<file path="src/logic/uio_consts.vh">
`ifndef UIO_CONSTS_VH
`define UIO_CONSTS_VH
// ****************************************
// register offsets
// ****************************************
`define UIO_OFS_DIR      8'h00
`define UIO_OFS_PULL_EN  8'h04
`define UIO_OFS_PULL_UP  8'h08
`define UIO_OFS_OUT_INIT 8'h0C
`define UIO_OFS_ANA      8'h10
`define UIO_OFS_LED      8'h14
`define UIO_OFS_SDIR     8'h18
`define UIO_OFS_SPULL_EN 8'h1C
`define UIO_OFS_SPULL_UP 8'h20
`define UIO_OFS_SOUT     8'h24
`define UIO_OFS_DATA     8'h28
`define UIO_OFS_DEBUG    8'h2C
`define UIO_OFS_CTRL     8'h30
`define UIO_OFS_CNT_TX   8'h34
`define UIO_OFS_CNT_ACKS 8'h38
`define UIO_OFS_CNT_RX   8'h3C
`define UIO_OFS_CNT_ACKR 8'h40
// ****************************************
// field positions
// ****************************************
`define UIO_LED_ONB_G    0
`define UIO_LED_ONB_R    1
`define UIO_LED_BRD_R    2
`define UIO_LED_BRD_Y    3
`define UIO_LED_RF_EN    4
`define UIO_LED_SER_EN   5
`define UIO_LED_HB_EN    6
`define UIO_CTRL_CLR     0
`define UIO_CTRL_RPT_GO  1
`define UIO_CTRL_RPT_STP 2
`define UIO_CTRL_APPLY   3
`define UIO_PIN_NOPULL_A 8
`define UIO_PIN_NOPULL_B 9
// ****************************************
// reset values
// ****************************************
`define UIO_RST_DIR      12'h000
`define UIO_RST_PULL_EN  12'h000
`define UIO_RST_PULL_UP  2'h3
`define UIO_RST_OUT      12'h000
`define UIO_RST_ANA      8'h00
`define UIO_RST_LED      7'h00
`define UIO_RST_DEBUG    2'h0
// ****************************************
// timing
// ****************************************
`define UIO_CLK_KHZ      40000
`define UIO_HB_MS        2000
`define UIO_RPT_MS       100
`define UIO_FLASH_MS     20
`define UIO_HB_CYC       (`UIO_HB_MS * `UIO_CLK_KHZ)
`define UIO_RPT_CYC      (`UIO_RPT_MS * `UIO_CLK_KHZ)
`define UIO_FLASH_CYC    (`UIO_FLASH_MS * `UIO_CLK_KHZ)
`endif

</file>
<file path="src/logic/uio_top.v">
`include "uio_consts.vh"

module uio_top #(
    parameter HB_CYC    = `UIO_HB_CYC,
    parameter RPT_CYC   = `UIO_RPT_CYC,
    parameter FLASH_CYC = `UIO_FLASH_CYC
) (
    input  wire        clock,
    input  wire        rst_n,
    input  wire        hsel,
    input  wire [31:0] haddr,
    input  wire [1:0]  htrans,
    input  wire        hwrite,
    input  wire [2:0]  hsize,
    input  wire [31:0] hwdata,
    input  wire        hready,
    output reg         hreadyout,
    output reg  [31:0] hrdata,
    output reg         hresp,
    input  wire [11:0] pin_in,
    output reg  [11:0] pin_out,
    output reg  [11:0] pin_oe,
    output reg  [11:0] pin_pu,
    output reg  [11:0] pin_pd,
    output reg  [7:0]  pin_ana,
    input  wire        sleep,
    input  wire        rf_tx_evt,
    input  wire        rf_rx_evt,
    input  wire        ser_tx_evt,
    input  wire        ser_rx_evt,
    input  wire        ack_tx_evt,
    input  wire        ack_rx_evt,
    output reg         dbg_pulse,
    output reg         rpt_send,
    output reg         rpt_active
);

    // ****************************************
    // decode
    // ****************************************
    function [4:0] reg_idx;
        input [7:0] a;
        begin
            reg_idx = (a[7] | a[1] | a[0]) ? 5'h1F : a[6:2];
        end
    endfunction

    function [11:0] pull_ok;
        input [11:0] v;
        begin
            pull_ok = v;
            pull_ok[`UIO_PIN_NOPULL_A] = 1'b0;
            pull_ok[`UIO_PIN_NOPULL_B] = 1'b0;
        end
    endfunction

    // ****************************************
    // state
    // ****************************************
    reg  [11:0] dir_q;
    reg  [11:0] pen_q;
    reg  [1:0]  pup_q;
    reg  [11:0] oinit_q;
    reg  [7:0]  ana_q;
    reg  [6:0]  led_q;
    reg  [11:0] sdir_q;
    reg  [11:0] spen_q;
    reg  [1:0]  spup_q;
    reg  [11:0] sout_q;
    reg  [11:0] out_q;
    reg  [1:0]  dbg_q;
    reg  [15:0] cnt_q [0:3];
    reg  [11:0] sync1_q;
    reg  [11:0] sync2_q;
    reg         wr_pend_q;
    reg         rd_pend_q;
    reg  [7:0]  addr_q;
    reg  [31:0] hb_q;
    reg  [31:0] rpt_q;
    reg         clr_q;
    wire        acc;
    wire        hb_tick;
    wire [3:0]  flash_evt;
    wire [3:0]  flash_on;
    wire [3:0]  cnt_evt;
    wire [11:0] pen_eff;
    wire [11:0] spen_eff;
    reg  [31:0] rd_d;

    assign acc = hsel & hready & htrans[1];

    // ****************************************
    // ahb-lite slave
    // ****************************************
    always @(posedge clock) begin
        if (!rst_n) begin
            wr_pend_q <= 1'b0;
            rd_pend_q <= 1'b0;
            addr_q    <= 8'h00;
            hreadyout <= 1'b1;
            hresp     <= 1'b0;
            hrdata    <= 32'h00000000;
        end else begin
            hresp     <= 1'b0;
            wr_pend_q <= acc & hwrite;
            rd_pend_q <= acc & ~hwrite;
            if (acc) begin
                addr_q <= haddr[7:0];
            end
            hreadyout <= ~(acc & ~hwrite);
            if (rd_pend_q) begin
                hrdata <= rd_d;
            end
        end
    end

    always @* begin
        rd_d = 32'h00000000;
        case (addr_q)
            `UIO_OFS_DIR:      rd_d[11:0] = dir_q;
            `UIO_OFS_PULL_EN:  rd_d[11:0] = pen_q;
            `UIO_OFS_PULL_UP:  rd_d[1:0]  = pup_q;
            `UIO_OFS_OUT_INIT: rd_d[11:0] = oinit_q;
            `UIO_OFS_ANA:      rd_d[7:0]  = ana_q;
            `UIO_OFS_LED:      rd_d[6:0]  = led_q;
            `UIO_OFS_SDIR:     rd_d[11:0] = sdir_q;
            `UIO_OFS_SPULL_EN: rd_d[11:0] = spen_q;
            `UIO_OFS_SPULL_UP: rd_d[1:0]  = spup_q;
            `UIO_OFS_SOUT:     rd_d[11:0] = sout_q;
            `UIO_OFS_DATA:     rd_d[11:0] = sync2_q & ~dir_q & ~{4'h0, ana_q};
            `UIO_OFS_DEBUG:    rd_d[1:0]  = dbg_q;
            `UIO_OFS_CTRL:     rd_d[`UIO_CTRL_RPT_GO] = rpt_active;
            `UIO_OFS_CNT_TX:   rd_d[15:0] = cnt_q[0];
            `UIO_OFS_CNT_ACKS: rd_d[15:0] = cnt_q[1];
            `UIO_OFS_CNT_RX:   rd_d[15:0] = cnt_q[2];
            `UIO_OFS_CNT_ACKR: rd_d[15:0] = cnt_q[3];
            default:           rd_d = 32'h00000000;
        endcase
    end

    // ****************************************
    // configuration registers
    // ****************************************
    always @(posedge clock) begin
        if (!rst_n) begin
            dir_q   <= `UIO_RST_DIR;
            pen_q   <= `UIO_RST_PULL_EN;
            pup_q   <= `UIO_RST_PULL_UP;
            oinit_q <= `UIO_RST_OUT;
            ana_q   <= `UIO_RST_ANA;
            led_q   <= `UIO_RST_LED;
            sdir_q  <= `UIO_RST_DIR;
            spen_q  <= `UIO_RST_PULL_EN;
            spup_q  <= `UIO_RST_PULL_UP;
            sout_q  <= `UIO_RST_OUT;
            out_q   <= `UIO_RST_OUT;
            dbg_q   <= `UIO_RST_DEBUG;
            clr_q   <= 1'b0;
        end else begin
            clr_q <= 1'b0;
            if (wr_pend_q) begin
                case (reg_idx(addr_q))
                    reg_idx(`UIO_OFS_DIR):      dir_q   <= hwdata[11:0];
                    reg_idx(`UIO_OFS_PULL_EN):  pen_q   <= pull_ok(hwdata[11:0]);
                    reg_idx(`UIO_OFS_PULL_UP):  pup_q   <= hwdata[1:0];
                    reg_idx(`UIO_OFS_OUT_INIT): oinit_q <= hwdata[11:0];
                    reg_idx(`UIO_OFS_ANA):      ana_q   <= hwdata[7:0];
                    reg_idx(`UIO_OFS_LED): begin
                        led_q <= hwdata[6:0];
                        if (|hwdata[`UIO_LED_ONB_R:`UIO_LED_ONB_G]) begin
                            led_q[`UIO_LED_BRD_Y:`UIO_LED_BRD_R] <= 2'h0;
                        end else if (|hwdata[`UIO_LED_BRD_Y:`UIO_LED_BRD_R]) begin
                            led_q[`UIO_LED_ONB_R:`UIO_LED_ONB_G] <= 2'h0;
                        end
                    end
                    reg_idx(`UIO_OFS_SDIR):     sdir_q <= hwdata[11:0];
                    reg_idx(`UIO_OFS_SPULL_EN): spen_q <= pull_ok(hwdata[11:0]);
                    reg_idx(`UIO_OFS_SPULL_UP): spup_q <= hwdata[1:0];
                    reg_idx(`UIO_OFS_SOUT):     sout_q <= hwdata[11:0];
                    reg_idx(`UIO_OFS_DATA):     out_q  <= hwdata[11:0];
                    reg_idx(`UIO_OFS_DEBUG):    dbg_q  <= hwdata[1:0];
                    reg_idx(`UIO_OFS_CTRL): begin
                        clr_q <= hwdata[`UIO_CTRL_CLR];
                        if (hwdata[`UIO_CTRL_APPLY]) begin
                            out_q <= oinit_q;
                        end
                    end
                    default: clr_q <= 1'b0;
                endcase
            end
        end
    end

    // ****************************************
    // input synchroniser
    // ****************************************
    always @(posedge clock) begin
        if (!rst_n) begin
            sync1_q <= 12'h000;
            sync2_q <= 12'h000;
        end else begin
            sync1_q <= pin_in;
            sync2_q <= sync1_q;
        end
    end

    // ****************************************
    // heartbeat and repeat timers
    // ****************************************
    assign hb_tick = (hb_q == HB_CYC - 1);

    always @(posedge clock) begin
        if (!rst_n) begin
            hb_q       <= 32'h00000000;
            rpt_q      <= 32'h00000000;
            rpt_active <= 1'b0;
            rpt_send   <= 1'b0;
        end else begin
            hb_q     <= hb_tick ? 32'h00000000 : hb_q + 32'h00000001;
            rpt_send <= 1'b0;
            if (wr_pend_q && reg_idx(addr_q) == reg_idx(`UIO_OFS_CTRL) && hwdata[`UIO_CTRL_RPT_STP]) begin
                rpt_active <= 1'b0;
            end else if (wr_pend_q && reg_idx(addr_q) == reg_idx(`UIO_OFS_CTRL) && hwdata[`UIO_CTRL_RPT_GO]) begin
                rpt_active <= 1'b1;
                rpt_q      <= 32'h00000000;
                rpt_send   <= 1'b1;
            end else if (rpt_active) begin
                if (rpt_q == RPT_CYC - 1) begin
                    rpt_q    <= 32'h00000000;
                    rpt_send <= 1'b1;
                end else begin
                    rpt_q <= rpt_q + 32'h00000001;
                end
            end
        end
    end

    // ****************************************
    // indicator flashes
    // ****************************************
    wire rx_any = (led_q[`UIO_LED_RF_EN] & rf_rx_evt) | (led_q[`UIO_LED_SER_EN] & ser_rx_evt);
    wire tx_any = (led_q[`UIO_LED_RF_EN] & rf_tx_evt) | (led_q[`UIO_LED_SER_EN] & ser_tx_evt)
                | (led_q[`UIO_LED_HB_EN] & hb_tick);

    assign flash_evt = {tx_any, rx_any, rx_any, tx_any};

    genvar g;
    generate
        for (g = 0; g < 4; g = g + 1) begin : g_flash
            reg [31:0] fl_q;
            always @(posedge clock) begin
                if (!rst_n) begin
                    fl_q <= 32'h00000000;
                end else if (flash_evt[g]) begin
                    fl_q <= FLASH_CYC;
                end else if (fl_q != 32'h00000000) begin
                    fl_q <= fl_q - 32'h00000001;
                end
            end
            assign flash_on[g] = (fl_q != 32'h00000000);
        end
    endgenerate

    // ****************************************
    // link counters
    // ****************************************
    assign cnt_evt = {ack_rx_evt, rf_rx_evt, ack_tx_evt, rf_tx_evt};

    generate
        for (g = 0; g < 4; g = g + 1) begin : g_cnt
            always @(posedge clock) begin
                if (!rst_n) begin
                    cnt_q[g] <= 16'h0000;
                end else if (clr_q) begin
                    cnt_q[g] <= {15'h0000, cnt_evt[g]};
                end else if (cnt_evt[g] && cnt_q[g] != 16'hFFFF) begin
                    cnt_q[g] <= cnt_q[g] + 16'h0001;
                end
            end
        end
    endgenerate

    // ****************************************
    // pin drive
    // ****************************************
    assign pen_eff  = pull_ok(pen_q & ~dir_q);
    assign spen_eff = pull_ok(spen_q & ~sdir_q);

    always @(posedge clock) begin
        if (!rst_n) begin
            pin_out   <= `UIO_RST_OUT;
            pin_oe    <= `UIO_RST_DIR;
            pin_pu    <= 12'h000;
            pin_pd    <= 12'h000;
            pin_ana   <= `UIO_RST_ANA;
            dbg_pulse <= 1'b0;
        end else begin
            dbg_pulse <= (dbg_q != 2'h0) & (rf_tx_evt | rf_rx_evt);
            if (sleep) begin
                pin_oe  <= sdir_q;
                pin_out <= sout_q & sdir_q;
                pin_pu  <= spen_eff & {{4{spup_q[1]}}, {8{spup_q[0]}}};
                pin_pd  <= spen_eff & ~{{4{spup_q[1]}}, {8{spup_q[0]}}};
                pin_ana <= 8'h00;
            end else begin
                pin_oe  <= dir_q & ~{4'h0, ana_q} | {8'h00, led_q[3:0]};
                pin_out <= {out_q[11:4] & dir_q[11:4], (out_q[3:0] & dir_q[3:0] & ~led_q[3:0])
                         | (flash_on & led_q[3:0])};
                pin_pu  <= pen_eff & ~{4'h0, ana_q} & {{4{pup_q[1]}}, {8{pup_q[0]}}};
                pin_pd  <= pen_eff & ~{4'h0, ana_q} & ~{{4{pup_q[1]}}, {8{pup_q[0]}}};
                pin_ana <= ana_q & ~dir_q[7:0];
            end
        end
    end

endmodule

</file>
<file path="config.mk">
export PLATFORM = sky130hd
export DESIGN_NAME = uio_top
export DESIGN_NICKNAME = d
export VERILOG_FILES = /design/src/logic/uio_top.v
export VERILOG_INCLUDE_DIRS = /design/src /design/src/logic
export SDC_FILE = /design/constraint.sdc
export NUM_CORES = 1
export LEC_CHECK = 0
export ABC_AREA = 1
export BUFFER_PORTS_ARGS = -buffer_cell sky130_fd_sc_hd__buf_2
export CAP_MARGIN = 25
export CORE_ASPECT_RATIO = 1.75
export CORE_MARGIN = 1.5
export CORE_UTILIZATION = 35
export DETAILED_ROUTE_END_ITERATION = 12
export SLEW_MARGIN = 20
export SYNTH_ARGS = -nofsm -noshare
export SYNTH_HDL_FRONTEND = slang
export SYNTH_SLANG_ARGS = --single-unit
</file>
<file path="constraint.sdc">
create_clock -name clock -period 6.2 [get_ports clock]
set_input_delay 1.86 -clock clock [delete_from_list [all_inputs] [get_ports clock]]
set_output_delay 1.86 -clock clock [all_outputs]
set_load 0.01 [all_outputs]
</file>
# Word-level counts from Yosys, hierarchy flattened
# Memories as Yosys holds them, arrays and structs flattened.
# Cells that the tools add are included.
# classes
eq_ne	35
reduce_logical	41
n_bitwise	53
add_sub_neg	10
muxes	58
# ops
op	n
two-way mux 20 bit	8
bitwise AND 12 bit	11
two-way mux 16 bit	8
nonzero test 32 bit	4
subtractor 32 x 1 -> 32 bit (second input constant)	4
two-way mux 32 bit	3
one-hot mux 5 bit (13 select lines)	1
adder 16 x 1 -> 16 bit (second input constant)	4
adder 32 x 1 -> 32 bit (second input constant)	2
== test 8 x 6 -> 1 bit (second input constant)	8
!= test 16 bit (second input constant)	4
two-way mux 12 bit	5
inverter 12 bit	4
one-hot mux 4 bit (11 select lines)	1
== test 32 x 22 -> 1 bit (second input constant)	1
== test 32 x 27 -> 1 bit (second input constant)	1
== test 8 x 5 -> 1 bit (second input constant)	4
== test 5 x 4 -> 1 bit (second input constant)	5
one-hot mux 12 bit (2 select lines)	1
AND reduction 2 bit	12
two-way mux 1 bit	23
== test 5 x 3 -> 1 bit (second input constant)	4
one-hot mux 1 bit (17 select lines)	1
bitwise AND 8 bit	2
26 further kinds	76
# word_totals
regBits	404
mem_count	1
inputBits	93
ram_bits	64
out_inout_bits	93
# memory_table
name	depth	width	read_ports	rd_clocked_by_memory_dff	wr	line_no	rtl
cnt_q	4	16	4	0	4	uio_top.v:72	reg [15:0] cnt_q [0:3];

# Depth between registers and ports, before layout
# logic_depth
ltp_word	8
mapped_depth	12
depth_no_buf	12

# Worst setup path after synthesis
# OpenSTA, ideal clock, no wires.
# synth_timing
kind	input -> register
start	in rst_n
end	mem cnt_q[0][0] (enable)
path_slack_ps	2769
arrival_time_ps	3059
stages	5
required_ps	5828
setup_ps	372
n_path_buf	1
path_cell_list	inv_1 > nor2_1 > o211ai_2 > buf_2 > nand2_1
# synth_lines
item	line_no	rtl
start: declaration	uio_top.v:9	input wire rst_n,
end: declaration	uio_top.v:72	

==> impl_metrics.yaml <==
outcome:
  status: "finished, final reports clean"
cts:
  post-cts-setup-buffers: 0
  cts_tree: "built"
  cts.clk_slew.worst_paths_ps: 70
  cts_root_buf: "clkbuf_16"
  insertion_delay_ps: 610
  clockBufferDepth: 3
  htree_num_levels: 2
  cts_resized: 0
  cts_buffers: 48
  hold_buffers: 0
  cts.sinks: 464
critical_path:
  required_ps: 6450
  worstReg2RegEnd: "cnt_q[0][8]"
  rrSetupSlack_ps: 3220
  cp.arrival_ps: 4240
  start_kind: "input port"
  r2r-start: "cnt_q[0][0]"
  crit_type: "in -> reg"
  crit_path_end_kind: "flop"
  cp_max_fo: 41
  r2r_cells: 8
worst_hold_path:
  hp-class: "reg -> reg"
  hp-start: "sync1_q[3]"
  hold_path_end: "sync2_q[3]"
  whs_path_depth: 2
floorplanning:
  die_h_um: 345
  core_mm2: 0.0663
  die_w_um: 198
  io_pins: 186
  start_util: 0.353
  dieArea_mm2: 0.0684
  rows: 125
route:
  vias_per_cell: 4.97
  vias: 21598
  wl_per_cell_um: 17.2
  postRouteAntennaNets: 0
  wl_um: 74700
  dr.pass1.iters: 5
  first_iter_violations: 1235
  drcViolationCount: 0
final_layout:
  design_area_mm2: 0.0263
  final-seq-area_mm2: 0.00993
  nets: 3524
  drive_gt1_frac: 0.0831
  multi_input_area_mm2: 0.0117
  syn_to_final_growth_pct: 12.5
  fillers: 7141
synth:
  synth-seq-area-share: 0.425
  yosysWarnings: 0
  netlist_area_mm2: 0.0234
  yosysUniqueCellTypes: 51
  avgSynthCellArea_um2: 7.03
  synth_seq_cells: 464
  synth_cells: 3327
timing:
  drv_slew: 0
  hold_viol_final: 0
  worstMarginPinSlew_ps: 900
  skew_ps: 25.8
  min_period_ps: 4000
  fmax_ghz: 0.250
  rsz0062_at_grt: "false"
  setup_viol: 0
  setup_tns_ps: 0
  post-route-period-util: 0.645
  slew_headroom: 0.395
place:
  dpl.hpwl_um: 56600
  gp_congestion: 0.943
  io_buffers: 116
  place_area_mm2: 0.0246
global_route:
  antenna_found_initial: 4
  grt_max_degree: 58
  grt_pass1_vias: 20917
  grt_pass1_wl_um: 115000
  grt.overflow.total: 0
  grtUsageTotal: 0.217
pwr:
  ir_drop_uv: 215
  power_density_mw_per_mm2: 413
  p_leak_nw: 10.8
run:
  cap_violations: 0
## where the power goes
group          internal (mW)  leakage [nW]  switching, mW
Clock                   1.76         0.792           1.29
Combinational           1.41          6.12           2.62
Sequential              3.43          3.93          0.370
## logic make-up after synthesis
family          synth area share
compound gates            0.0990
xor+xnor                  0.0509
fa+ha+maj                0.00749
buf+inv                   0.0775
flops                      0.425
other cells             0.000160
simple gates               0.340
## cell usage after synthesis, drive strengths merged
| cell | n | area, um2 |
|---|---|---|
| a31o | 2 | 17.5 |
| o22ai | 10 | 62.6 |
| o211ai | 5 | 42.5 |
| nand3b | 11 | 82.6 |
| xnor2 | 59 | 517 |
| nor4b | 1 | 8.76 |
| buf | 79 | 522 |
| and2 | 6 | 37.5 |
| xor2 | 77 | 674 |
| clkbuf | 38 | 143 |
| or2 | 17 | 106 |
| conb | 1 | 3.75 |
| ha | 14 | 175 |
| o21bai | 2 | 22.5 |
| a211oi | 15 | 113 |
| nor3 | 99 | 510 |
| nor2 | 676 | 2650 |
| or3 | 2 | 12.5 |
| edfxtp | 64 | 1920 |
| o21ai | 178 | 913 |
| nor4 | 6 | 52.6 |
| dfxtp | 400 | 8010 |
| a31oi | 11 | 68.8 |
| nand4 | 57 | 357 |
| and3 | 3 | 18.8 |
| a21oi | 215 | 1080 |
| nor3b | 22 | 165 |
| nand2 | 722 | 2750 |
| inv | 303 | 1150 |
| nand3 | 232 | 1210 |
## per-stage QoR
| stage | power [mW] | util | cells | setup slack, ps | hold slack, ps |
|---|---|---|---|---|---|
| floorplan | 6.94 | - | 3347 | 2770 | 390 |
| CTS | 10.9 | 0.396 | 4339 | 2290 | 420 |
| global route | 11.7 | 0.397 | 4345 | 2140 | 429 |
| global placement | 7.86 | 0.371 | 4250 | 1650 | 399 |
| finish | 10.9 | 0.397 | 4345 | 2200 | 412 |
| detailed placement | 7.87 | 0.371 | 4251 | 1630 | 408 |
## worst max-delay path by stage
stage,startpoint,endpoint,slack [ps],cells past startpoint
global route,rst_n,cnt_q[0][8],2140,5
detailed placement,rst_n,cnt_q[0][3],1630,5
global placement,rst_n,cnt_q[0][3],1650,5
CTS,rst_n,cnt_q[0][3],2290,5
floorplan,rst_n,cnt_q[0][0],2770,5
finish,rst_n,cnt_q[0][8],2200,5
## cell usage in the layout, fill, tap and decap left out, drive strengths merged, types with 5 or more instances in the layout
cell and n:
nand2 722, nor2 676, dfxtp 400, inv 304, nand3 232, a21oi 215, o21ai 178, buf 137
nor3 99, xor2 77, edfxtp 64, clkbuf 64, xnor2 59, nand4 57, nor3b 22, conb 21
or2 17, a211oi 15, clkinv 15, ha 14, a31oi 11, nand3b 11, o22ai 10, and2 6
nor4 6, bufinv 5, o211ai 5
## sequential cells by signal, summed over array words and instances (netlist names), 7 cells and up
signal,count
g_flash.fl_q,128
sdir_q,12
rpt_q,32
sout_q,12
out_q,12
sync2_q,12
addr_q,8
led_q,7
spen_q,10
pin_oe,12
pin_pu,10
hrdata,16
dir_q,12
ana_q,8
pin_out,12
cnt_q,64
sync1_q,12
pin_pd,10
pin_ana,8
pen_q,10
oinit_q,12
hb_q,32
## metal layers
layer  vias to the layer above  wire [um]  GRT usage
met2                       577      38000      0.398
met3                       225       3290     0.0290
li1                      10907          -          -
met5                         -         31          0
met4                         6       5430      0.151
met1                      9883      27900      0.229
## area by class of cell
cell class | count | area share
Inverter | 303 | 0.0437
Multi-Input combinational cell | 2463 | 0.446
Sequential cell | 464 | 0.377
Tap cell | 889 | 0.0423
Clock buffer | 64 | 0.0518
Antenna cell | 1 | 0.0000951
Timing Repair Buffer | 137 | 0.0293
Clock inverter | 24 | 0.00984
## critical path, cell delays in order
cell      delay, ps
buf_4           410
inv_4            40
nor2_1          630
o211ai_2        550
nand2_1         730
(Power assumes the default switching activity.)
